`src/scan_defs.svh`:
```
// constants for the scan packet engine: header fields, register map, timing
`ifndef SCAN_DEFS_SVH
`define SCAN_DEFS_SVH

// ****************
// packet fields
// ****************
`define HDR_OPCODE 3'h4
`define HDR_RSV_BIT 4
`define HDR_TMS_BIT 3
`define HDR_CAP_BIT 2
`define HDR_LVL_BIT 1
`define HDR_FIX_BIT 0
`define LEN_PACKED_BIT 7
`define PACKED_MAX_BITS 6

// ****************
// register map
// ****************
`define REG_CTRL 8'h00
`define REG_STATUS 8'h04
`define REG_DROP 8'h08
`define CTRL_RESET 1'h1
`define RESP_OKAY 2'h0
`define RESP_SLVERR 2'h2

// ****************
// timing
// ****************
`define CLK_PERIOD_NS 20
`define TCK_PERIOD_NS 160
`define TCK_HALF_CYCLES ((`TCK_PERIOD_NS / `CLK_PERIOD_NS) / 2)

`endif

```
`src/scan_pkg.sv`:
```
// types shared by the scan packet engine
`default_nettype none
package scan_pkg;
  typedef enum logic [5:0] {
    st_idle = 6'h01,
    st_len = 6'h02,
    st_data = 6'h04,
    st_low = 6'h08,
    st_high = 6'h10,
    st_push = 6'h20
  } eng_state_t;
endpackage
`default_nettype wire

```
`src/scan_decode_if.sv`:
```
// carrier between the engine and its header and length byte decoder
`default_nettype none
interface scan_decode_if;
  logic [7:0] hdr_byte;
  logic [7:0] len_byte;
  logic is_scan_hdr;
  logic reserved_set;
  logic tms_last;
  logic capture;
  logic fixed_level;
  logic use_fixed_level_flag;
  logic packed_fmt;
  logic [5:0] packed_tdi;
  logic [7:0] scan_len;
  modport decoder (
    input hdr_byte, len_byte,
    output is_scan_hdr, reserved_set, tms_last, capture, fixed_level, use_fixed_level_flag,
    output packed_fmt, packed_tdi, scan_len
  );
  modport engine (
    output hdr_byte, len_byte,
    input is_scan_hdr, reserved_set, tms_last, capture, fixed_level, use_fixed_level_flag,
    input packed_fmt, packed_tdi, scan_len
  );
endinterface
`default_nettype wire

```
`src/scan_packet_engine.sv`:
```
// scan packet engine: command bytes in, tck/tms/tdi out, tdo bytes back, axi4-lite status
`include "scan_defs.svh"
`default_nettype none
module scan_packet_engine (
  // clock and reset
  input wire logic clk,
  input wire logic rst,
  // command byte stream
  input wire logic [7:0] cmd_data,
  input wire logic cmd_valid,
  output logic cmd_ready,
  // response byte stream
  output logic [7:0] rsp_data,
  output logic rsp_valid,
  input wire logic rsp_ready,
  // test port pins
  output logic tck,
  output logic tms,
  output logic tdi,
  input wire logic tdo,
  // axi4-lite slave
  input wire logic [7:0] awaddr,
  input wire logic awvalid,
  output logic awready,
  input wire logic [31:0] wdata,
  input wire logic [3:0] wstrb,
  input wire logic wvalid,
  output logic wready,
  output logic [1:0] bresp,
  output logic bvalid,
  input wire logic bready,
  input wire logic [7:0] araddr,
  input wire logic arvalid,
  output logic arready,
  output logic [31:0] rdata,
  output logic [1:0] rresp,
  output logic rvalid,
  input wire logic rready
);
  // ****************
  // declarations
  // ****************
  scan_pkg::eng_state_t state, next_state;
  logic [2:0] div_cnt, next_div;
  logic [7:0] bits_left, next_left;
  logic [2:0] bit_idx, next_idx;
  logic [7:0] sreg, next_sreg;
  logic [7:0] hdr, next_hdr;
  logic pk, next_pk;
  logic [7:0] rbuf, next_rbuf;
  logic scan_done, next_done;
  logic rsv_seen, next_rsv;
  logic [7:0] drop_cnt, next_drop;
  logic [7:0] last_len, next_last_len;
  logic next_tck, next_tms, next_tdi, next_cmd_ready, next_rsp_valid;
  logic [7:0] next_rsp_data;
  logic tdo_meta, tdo_sync;
  logic take, data_mode;
  logic ctrl_en, next_ctrl_en;
  logic rsv_clr;
  logic aw_hold, next_aw_hold, w_hold, next_w_hold;
  logic [7:0] aw_addr, next_aw_addr;
  logic [31:0] w_data, next_w_data;
  logic [3:0] w_strb, next_w_strb;
  logic next_awready, next_wready, next_bvalid, next_arready, next_rvalid;
  logic [1:0] next_bresp, next_rresp;
  logic [31:0] next_rdata;

  scan_decode_if dec_if ();

  scan_header_decode u_dec (
    .dec(dec_if)
  );

  assign take = cmd_valid && cmd_ready;
  assign data_mode = !hdr[`HDR_FIX_BIT] && !pk;
  assign dec_if.hdr_byte = (state == scan_pkg::st_idle) ? cmd_data : hdr;
  assign dec_if.len_byte = cmd_data;

  // ****************
  // tdo synchroniser
  // ****************
  always_ff @(posedge clk) begin
    if (rst) begin
      tdo_meta <= 1'b0;
      tdo_sync <= 1'b0;
    end else begin
      tdo_meta <= tdo;
      tdo_sync <= tdo_meta;
    end
  end

  // ****************
  // scan engine
  // ****************
  always_comb begin
    next_state = state;
    next_div = div_cnt;
    next_left = bits_left;
    next_idx = bit_idx;
    next_sreg = sreg;
    next_hdr = hdr;
    next_pk = pk;
    next_rbuf = rbuf;
    next_done = scan_done;
    next_drop = drop_cnt;
    next_last_len = last_len;
    next_tck = tck;
    next_tms = tms;
    next_tdi = tdi;
    next_rsp_valid = rsp_valid;
    next_rsp_data = rsp_data;
    // set wins over a software clear in the same cycle
    next_rsv = rsv_seen && !rsv_clr;
    case (state)
      scan_pkg::st_idle: begin
        if (take) begin
          if (dec_if.is_scan_hdr) begin
            next_hdr = cmd_data;
            next_rsv = next_rsv || dec_if.reserved_set;
            next_state = scan_pkg::st_len;
          end else begin
            // other packet types are not handled here: dropped and counted
            next_drop = drop_cnt + 8'h01;
          end
        end
      end
      scan_pkg::st_len: begin
        if (take) begin
          next_left = dec_if.scan_len;
          next_last_len = dec_if.scan_len;
          next_idx = 3'h0;
          next_div = 3'h0;
          next_pk = dec_if.packed_fmt;
          next_rbuf = 8'h00;
          next_sreg = {2'h0, dec_if.packed_tdi};
          if (dec_if.packed_fmt || dec_if.use_fixed_level_flag) begin
            next_state = scan_pkg::st_low;
          end else begin
            next_state = scan_pkg::st_data;
          end
        end
      end
      scan_pkg::st_data: begin
        if (take) begin
          next_sreg = cmd_data;
          next_div = 3'h0;
          next_state = scan_pkg::st_low;
        end
      end
      scan_pkg::st_low: begin
        next_tck = 1'b0;
        next_tms = (bits_left == 8'h01) ? hdr[`HDR_TMS_BIT] : 1'b0;
        next_tdi = hdr[`HDR_FIX_BIT] ? hdr[`HDR_LVL_BIT] : sreg[0];
        if (div_cnt == 3'(`TCK_HALF_CYCLES - 1)) begin
          next_div = 3'h0;
          next_tck = 1'b1;
          next_state = scan_pkg::st_high;
        end else begin
          next_div = div_cnt + 3'h1;
        end
      end
      scan_pkg::st_high: begin
        if (div_cnt == 3'(`TCK_HALF_CYCLES - 1)) begin
          // tdo sampled late in the high phase, well after the target changed it
          next_div = 3'h0;
          next_tck = 1'b0;
          next_sreg = sreg >> 1;
          next_idx = bit_idx + 3'h1;
          next_left = bits_left - 8'h01;
          next_done = (bits_left == 8'h01);
          if (hdr[`HDR_CAP_BIT]) begin
            next_rbuf[bit_idx] = tdo_sync;
          end
          if (hdr[`HDR_CAP_BIT] && (bit_idx == 3'h7 || bits_left == 8'h01)) begin
            next_rsp_data = next_rbuf;
            next_rsp_valid = 1'b1;
            next_rbuf = 8'h00;
            next_state = scan_pkg::st_push;
          end else if (bits_left == 8'h01) begin
            next_state = scan_pkg::st_idle;
          end else if (data_mode && bit_idx == 3'h7) begin
            next_state = scan_pkg::st_data;
          end else begin
            next_state = scan_pkg::st_low;
          end
        end else begin
          next_div = div_cnt + 3'h1;
        end
      end
      scan_pkg::st_push: begin
        if (rsp_ready) begin
          next_rsp_valid = 1'b0;
          if (scan_done) begin
            next_state = scan_pkg::st_idle;
          end else if (data_mode && bit_idx == 3'h0) begin
            next_state = scan_pkg::st_data;
          end else begin
            next_state = scan_pkg::st_low;
          end
        end
      end
      default: begin
        next_state = scan_pkg::st_idle;
      end
    endcase
    next_cmd_ready = ctrl_en && (next_state == scan_pkg::st_idle || next_state == scan_pkg::st_len
      || next_state == scan_pkg::st_data);
  end

  always_ff @(posedge clk) begin
    if (rst) begin
      state <= scan_pkg::st_idle;
      div_cnt <= 3'h0;
      bits_left <= 8'h00;
      bit_idx <= 3'h0;
      sreg <= 8'h00;
      hdr <= 8'h00;
      pk <= 1'b0;
      rbuf <= 8'h00;
      scan_done <= 1'b0;
      rsv_seen <= 1'b0;
      drop_cnt <= 8'h00;
      last_len <= 8'h00;
      tck <= 1'b0;
      tms <= 1'b0;
      tdi <= 1'b0;
      cmd_ready <= 1'b0;
      rsp_valid <= 1'b0;
      rsp_data <= 8'h00;
    end else begin
      state <= next_state;
      div_cnt <= next_div;
      bits_left <= next_left;
      bit_idx <= next_idx;
      sreg <= next_sreg;
      hdr <= next_hdr;
      pk <= next_pk;
      rbuf <= next_rbuf;
      scan_done <= next_done;
      rsv_seen <= next_rsv;
      drop_cnt <= next_drop;
      last_len <= next_last_len;
      tck <= next_tck;
      tms <= next_tms;
      tdi <= next_tdi;
      cmd_ready <= next_cmd_ready;
      rsp_valid <= next_rsp_valid;
      rsp_data <= next_rsp_data;
    end
  end

  // ****************
  // axi4-lite registers
  // ****************
  always_comb begin
    next_aw_hold = aw_hold;
    next_aw_addr = aw_addr;
    next_w_hold = w_hold;
    next_w_data = w_data;
    next_w_strb = w_strb;
    next_bvalid = bvalid;
    next_bresp = bresp;
    next_arready = arready;
    next_rvalid = rvalid;
    next_rdata = rdata;
    next_rresp = rresp;
    next_ctrl_en = ctrl_en;
    rsv_clr = 1'b0;
    if (awvalid && awready) begin
      next_aw_hold = 1'b1;
      next_aw_addr = awaddr;
    end
    if (wvalid && wready) begin
      next_w_hold = 1'b1;
      next_w_data = wdata;
      next_w_strb = wstrb;
    end
    if (bvalid && bready) begin
      next_bvalid = 1'b0;
    end
    if (aw_hold && w_hold && !bvalid) begin
      next_aw_hold = 1'b0;
      next_w_hold = 1'b0;
      next_bvalid = 1'b1;
      next_bresp = `RESP_OKAY;
      case (aw_addr)
        `REG_CTRL: begin
          if (w_strb[0]) begin
            next_ctrl_en = w_data[0];
          end
        end
        `REG_STATUS: begin
          rsv_clr = w_strb[0] && w_data[1];
        end
        `REG_DROP: begin
          next_bresp = `RESP_OKAY;
        end
        default: begin
          next_bresp = `RESP_SLVERR;
        end
      endcase
    end
    next_awready = !next_aw_hold;
    next_wready = !next_w_hold;
    if (rvalid && rready) begin
      next_rvalid = 1'b0;
      next_arready = 1'b1;
    end
    if (arvalid && arready) begin
      next_rvalid = 1'b1;
      next_arready = 1'b0;
      next_rresp = `RESP_OKAY;
      case (araddr)
        `REG_CTRL: next_rdata = {31'h0, ctrl_en};
        `REG_STATUS: next_rdata = {16'h0, last_len, 6'h0, rsv_seen, state != scan_pkg::st_idle};
        `REG_DROP: next_rdata = {24'h0, drop_cnt};
        default: begin
          next_rdata = 32'h0;
          next_rresp = `RESP_SLVERR;
        end
      endcase
    end
  end

  always_ff @(posedge clk) begin
    if (rst) begin
      aw_hold <= 1'b0;
      aw_addr <= 8'h00;
      w_hold <= 1'b0;
      w_data <= 32'h0;
      w_strb <= 4'h0;
      awready <= 1'b0;
      wready <= 1'b0;
      bvalid <= 1'b0;
      bresp <= `RESP_OKAY;
      arready <= 1'b0;
      rvalid <= 1'b0;
      rdata <= 32'h0;
      rresp <= `RESP_OKAY;
      ctrl_en <= `CTRL_RESET;
    end else begin
      aw_hold <= next_aw_hold;
      aw_addr <= next_aw_addr;
      w_hold <= next_w_hold;
      w_data <= next_w_data;
      w_strb <= next_w_strb;
      awready <= next_awready;
      wready <= next_wready;
      bvalid <= next_bvalid;
      bresp <= next_bresp;
      arready <= (next_arready || !arready && !rvalid && !next_rvalid);
      rvalid <= next_rvalid;
      rdata <= next_rdata;
      rresp <= next_rresp;
      ctrl_en <= next_ctrl_en;
    end
  end
endmodule
`default_nettype wire

```
`src/scan_header_decode.sv`:
```
// decode of the scan header byte and the length byte
`include "scan_defs.svh"
`default_nettype none
module scan_header_decode (
  // decoded fields
  scan_decode_if.decoder dec
);
  logic [7:0] packed_len;

  always_comb begin
    dec.is_scan_hdr = (dec.hdr_byte[7:5] == `HDR_OPCODE);
    dec.reserved_set = dec.hdr_byte[`HDR_RSV_BIT];
    dec.tms_last = dec.hdr_byte[`HDR_TMS_BIT];
    dec.capture = dec.hdr_byte[`HDR_CAP_BIT];
    dec.fixed_level = dec.hdr_byte[`HDR_LVL_BIT];
    dec.use_fixed_level_flag = dec.hdr_byte[`HDR_FIX_BIT];
    dec.packed_fmt = dec.len_byte[`LEN_PACKED_BIT];
    dec.packed_tdi = dec.len_byte[5:0];
    // highest start flag gives the length; no flag at all falls back to one cycle
    packed_len = 8'h01;
    for (int i = 1; i <= `PACKED_MAX_BITS; i++) begin
      if (dec.len_byte[i]) begin
        packed_len = 8'(i);
      end
    end
    if (dec.packed_fmt) begin
      dec.scan_len = packed_len;
    end else begin
      dec.scan_len = {1'b0, dec.len_byte[6:0]} + 8'h01;
    end
  end
endmodule
`default_nettype wire

```
`config.mk`:
```
export PLATFORM = sky130hd
export DESIGN_NAME = scan_packet_engine
export DESIGN_NICKNAME = d
export VERILOG_FILES = /design/src/scan_pkg.sv /design/src/scan_decode_if.sv /design/src/scan_packet_engine.sv /design/src/scan_header_decode.sv
export VERILOG_INCLUDE_DIRS = /design/src
export SDC_FILE = /design/constraint.sdc
export NUM_CORES = 1
export LEC_CHECK = 0
export ABC_AREA = 1
export BUFFER_PORTS_ARGS = -buffer_cell sky130_fd_sc_hd__buf_4
export CORE_UTILIZATION = 45
export DETAILED_ROUTE_END_ITERATION = 10
export PLACE_DENSITY_LB_ADDON = 0.1
export SYNTH_ARGS = -nofsm -noshare
export SYNTH_HDL_FRONTEND = slang
export SYNTH_HIERARCHICAL = 1
export SYNTH_SLANG_ARGS = --single-unit
```
`constraint.sdc`:
```
create_clock -name clk -period 2.21 [get_ports clk]
set_input_delay 0.1105 -clock clk [delete_from_list [all_inputs] [get_ports clk]]
set_output_delay 0.1105 -clock clk [all_outputs]
set_load 0.01 [all_outputs]
```
---- Word level (Yosys, flattened, before mapping) ----
Index checks and enable logic that the tools add are counted.
operators by class
  reductions and logical operators ........ 57
  $lt $le $gt $ge ......................... 2
  muxes and demuxes ....................... 68
  bitwise gates (word level) .............. 1
  $add $sub $neg .......................... 5
  equal/unequal tests ..................... 24
operators by type and width
  kind                                                                   count
  8-bit 2-to-1 mux                                                       11
  6-bit 2-to-1 mux                                                       8
  16-bit case mux with 3 select lines                                    1
  6-bit case mux with 6 select lines                                     1
  8-bit case mux with 2 select lines                                     2
  8-bit case mux with 3 select lines                                     1
  1-bit 2-to-1 mux                                                       23
  4-bit 2-to-1 mux                                                       5
  1-bit logical AND                                                      18
  3-bit 2-to-1 mux                                                       6
  8-bit by 3-bit equality test with 1-bit output, second input constant  2
  8-bit by 4-bit equality test with 1-bit output, second input constant  2
  8-bit zero test                                                        2
  3-bit AND reduction                                                    5
  6-bit by 1-bit equality test with 1-bit output, second input constant  2
  6-bit by 2-bit equality test with 1-bit output, second input constant  2
  6-bit by 3-bit equality test with 1-bit output, second input constant  2
  3-bit case mux with 2 select lines                                     2
  2-bit != test, second input constant                                   5
  2-bit nonzero test                                                     5
  1-bit zero test                                                        9
  7-bit by 1-bit adder with 8-bit output, second input constant          1
  8-bit by 1-bit adder with 8-bit output, second input constant          1
  8-bit bitwise mux                                                      1
  23 further kinds                                                       40
word-level totals
  logic and storage cells ................. 191
  output and inout bits ................... 54
  register bits after elaboration ......... 133

---- Logic depth before layout (Yosys ltp) ----
  depth after elaboration ................. 12
  mapped depth ............................ 15
  depth with buffers taken out ............ 14

---- Cells and area by module ----
The synthesis kept the hierarchy.
modules (own cells, without submodules)
  module              cells an instance  sequential area each (µm²)  instances  area an instance (µm²)
  scan_packet_engine  837                2302.2                      1          5689.2
  scan_header_decode  54                 0.0                         1          306.5

---- Worst setup path before layout ----
Ideal clock, no wire load.
  path type ............................... reg-to-reg
  start point ............................. register state[5]
  end point ............................... register hdr[6]
  buffers on the path ..................... 2
  library setup time ...................... 119 ps
  arrival ................................. 2125 ps
  stages on the path, launching flop included .. 13
  slack ................................... -34 ps
  clock period less this slack ............ 2244 ps
  data required time ...................... 2091 ps
  cell sequence ........................... dfxtp_1 -> nor2_4 -> nand4_4 -> inv_2 -> buf_2 -> o21ai_0 -> nor3b_1 -> inv_1 -> nor2_1 -> nand2_2 -> buf_2 -> o21ai_1 -> a21oi_1
between the ends
  cells in the longest elaborated chain, start to end .. 4
RTL lines
  what                                            RTL line                   RTL
  from (decl)                                     scan_packet_engine.sv:43   scan_pkg::eng_state_t state, next_state;
  from (signal assigned)                          scan_packet_engine.sv:213  state <= scan_pkg::st_idle;
  from (signal assigned)                          scan_packet_engine.sv:232  state <= next_state;
  6-bit by 1-bit equality test with 1-bit output  scan_packet_engine.sv:77   assign dec_if.hdr_byte = (state == scan_pkg::st_idle) ? cmd_data : hdr;
  8-bit 2-to-1 mux                                scan_packet_engine.sv:77
  via dec_if.hdr_byte[6]                          scan_decode_if.sv:4        logic [7:0] hdr_byte;
  3-bit equality test (no line)                   n/a
  via dec_if.is_scan_hdr                          scan_decode_if.sv:6        logic is_scan_hdr;
  3-bit AND reduction (no line)                   n/a
  to (signal assigned)                            scan_packet_engine.sv:237  hdr <= next_hdr;
  to (decl)                                       scan_packet_engine.sv:48   logic [7:0] hdr, next_hdr;
The timed path passes the listed nets, and every way through them passes these cells.
A chain may end at the register's enable or synchronous reset.

---- Worst setup path after layout ----
  start point ............................. register state[5]
  end point ............................... register hdr[0]
Same word-level chain as after synthesis.

==> impl_metrics.py <==
metrics = {
    "status": {
        "status": "finished clean",
    },
    "routing": {
        "avgRoutedWirePerCell_um": 12.1,
        "viasPerCell": 4.75,
        "drt_first_pass_iters": 4,
        "drc": 0,
        "vias": 5484,
        "wl_um": 14000,
        "drtAntennaViolNets": 0,
        "first_iter_violations": 265,
    },
    "cts": {
        "clkTransAtPathRegs_ns": 0.05,
        "root_buffer": "clkbuf_16",
        "clk_latency_ns": 0.42,
        "cts_max_path_buffers": 2,
        "cts_buffers": 17,
        "cts_tree": "yes",
        "cts_setup_buffers": 0,
        "h-tree-depth": 4,
        "clock-sinks": 115,
    },
    "placement": {
        "io_buffers": 72,
        "dp_slack_ns": 0.130,
        "hpwl_um": 9920,
        "gp_congestion": 0.775,
    },
    "layout": {
        "num-nets-final": 1047,
        "finish.utilization_pct": 57.4,
        "n_fill_cell": 1234,
        "syn_to_final_growth_pct": 23.3,
        "mostFrequentLayoutCells": "nand2_1 (207), nor2_1 (132), dfxtp_1 (115)",
        "antenna-diode-count": 0,
        "final_common_cell": "nand2_1",
        "seqCellArea_um2": 2300,
        "layout-drive-gt1-share_pct": 15.3,
        "multi_input_area_um2": 2980,
    },
    "power": {
        "power_leakage_nw": 3.54,
        "powerDensity_nw_per_um2": 733,
        "vdd_drop_max_mv": 0.474,
    },
    "critical_path": {
        "endpoint_kind": "flip-flop",
        "criticalPathCategory": "flip-flop to flip-flop",
        "cp_max_fo": 17,
        "required_ns": 2.50,
        "arrival_ns": 2.26,
        "startpoint_type": "flip-flop",
    },
    "sta": {
        "finalSetupViolations": 0,
        "worst_slew_pin_slew_ns": 0.628,
        "fin_worst_skew_ns": 0.0118,
        "drv_slew": 0,
        "period_minus_slack_ns": 1.97,
        "finalHoldViolations": 0,
        "rsz0062_at_grt": "false",
        "max_slew_margin_pct": 57.8,
        "finalCritPeriodShare_pct": 89.2,
        "tns_ns": 0,
        "layout_setup_ws_ns": 0.239,
        "max_freq_mhz": 507,
    },
    "synthesis": {
        "syn_area_per_cell_um2": 6.74,
        "syn_area_um2": 5950,
        "ys.warnings.count": 6,
        "synthCells": 882,
    },
    "floorplanning": {
        "die-area_um2": 13700,
        "start_util_pct": 46.6,
        "fp.dieW_um": 117,
        "die_h_um": 117,
        "io_pins": 124,
        "std_cell_rows": 41,
        "fp.coreArea_um2": 12800,
    },
    "global_routing": {
        "grt_pass1_vias": 5053,
        "globalRouteOverflowTotal": 0,
        "antenna_found_initial": 0,
        "grt_max_degree": 32,
        "grt_pass1_wl_um": 23400,
        "grt_use_total_pct": 22.3,
    },
    "flow_run": {
        "maxCapViolCount": 0,
    },
    "worst_hold_path": {
        "hp-class": "input port to flip-flop",
    },
}
-- routing by layer --
metal,track usage (%),wire length (um),up-vias
met2,36.5,6500,111
met4,9.37,153,0
li1,-,-,2935
met5,0,0,-
met1,28.6,6730,2429
met3,4.53,600,9
-- what timing repair did --
action | 4_1_cts | 5_1_grt
hold endpoints to repair | 23 | 0
resized for setup | 0 | 3
hold buffers | 17 | 0
endpoints found under the setup margin | 0 | 9
-- metrics by stage --
| step | instances | hold slack (ns) | power, mW | area [um2] |
|---|---|---|---|---|
| 2_1_floorplan | 899 | 0.217 | 2.42 | 6010 |
| 3_3_place_gp | 1105 | 0.316 | 2.51 | 6530 |
| 3_5_place_dp | 1105 | 0.332 | 2.52 | 6530 |
| 4_1_cts | 1154 | 0.0252 | 5.43 | 7320 |
| 5_1_grt | 1154 | 0.0542 | 5.59 | 7330 |
| 6_report | 1154 | 0.0365 | 5.37 | 7330 |
-- final cells by class --
| cell class | count | area share (%) |
|---|---|---|
| Timing Repair Buffer | 102 | 11.0 |
| Clock inverter | 11 | 2.15 |
| Multi-Input combinational cell | 625 | 40.7 |
| Sequential cell | 115 | 31.4 |
| Clock buffer | 21 | 6.28 |
| Inverter | 108 | 5.56 |
| Tap cell | 172 | 2.93 |
-- flip-flops by register name, indices dropped and copies added, names as in the netlist, 2 cells and up --
signal and count:
aw_addr 8, bit_idx 3, bits_left 8, div_cnt 3
drop_cnt 8, hdr 8, last_len 8, rbuf 8
rdata 16, rsp_data 8, sreg 8, state 6
w_data 2
-- report_power, final --
part	leakage (nW)	internal, mW	switching, mW
logic	2.30	0.148	0.213
registers	0.931	2.11	0.0234
clock network	0.306	1.93	0.942
total	3.54	4.19	1.18
-- path summary, 6_finish.rpt --
| check | slack [ns] | to | cells after the start | startpoint |
|---|---|---|---|---|
| setup / recovery | 0.24 | hdr[0] | 10 | state[5] |
| hold / removal | 0.04 | rdata[14] | 4 | araddr[3] |
| hold reg to reg | 0.40 | tdo_sync | 2 | tdo_meta |
| setup reg to reg | 0.24 | hdr[0] | 10 | state[5] |
-- worst max-delay path: stages, from the launching register on --
cell     delay [ns]
dfxtp_1        0.36
nor2_4         0.17
nand4_4        0.09
inv_2          0.19
o21ai_0        0.14
nor3b_2        0.21
inv_1          0.10
nor2_2         0.20
nand2_4        0.15
o21ai_0        0.20
a21oi_1        0.06
Power figures use the tool's default switching activity.
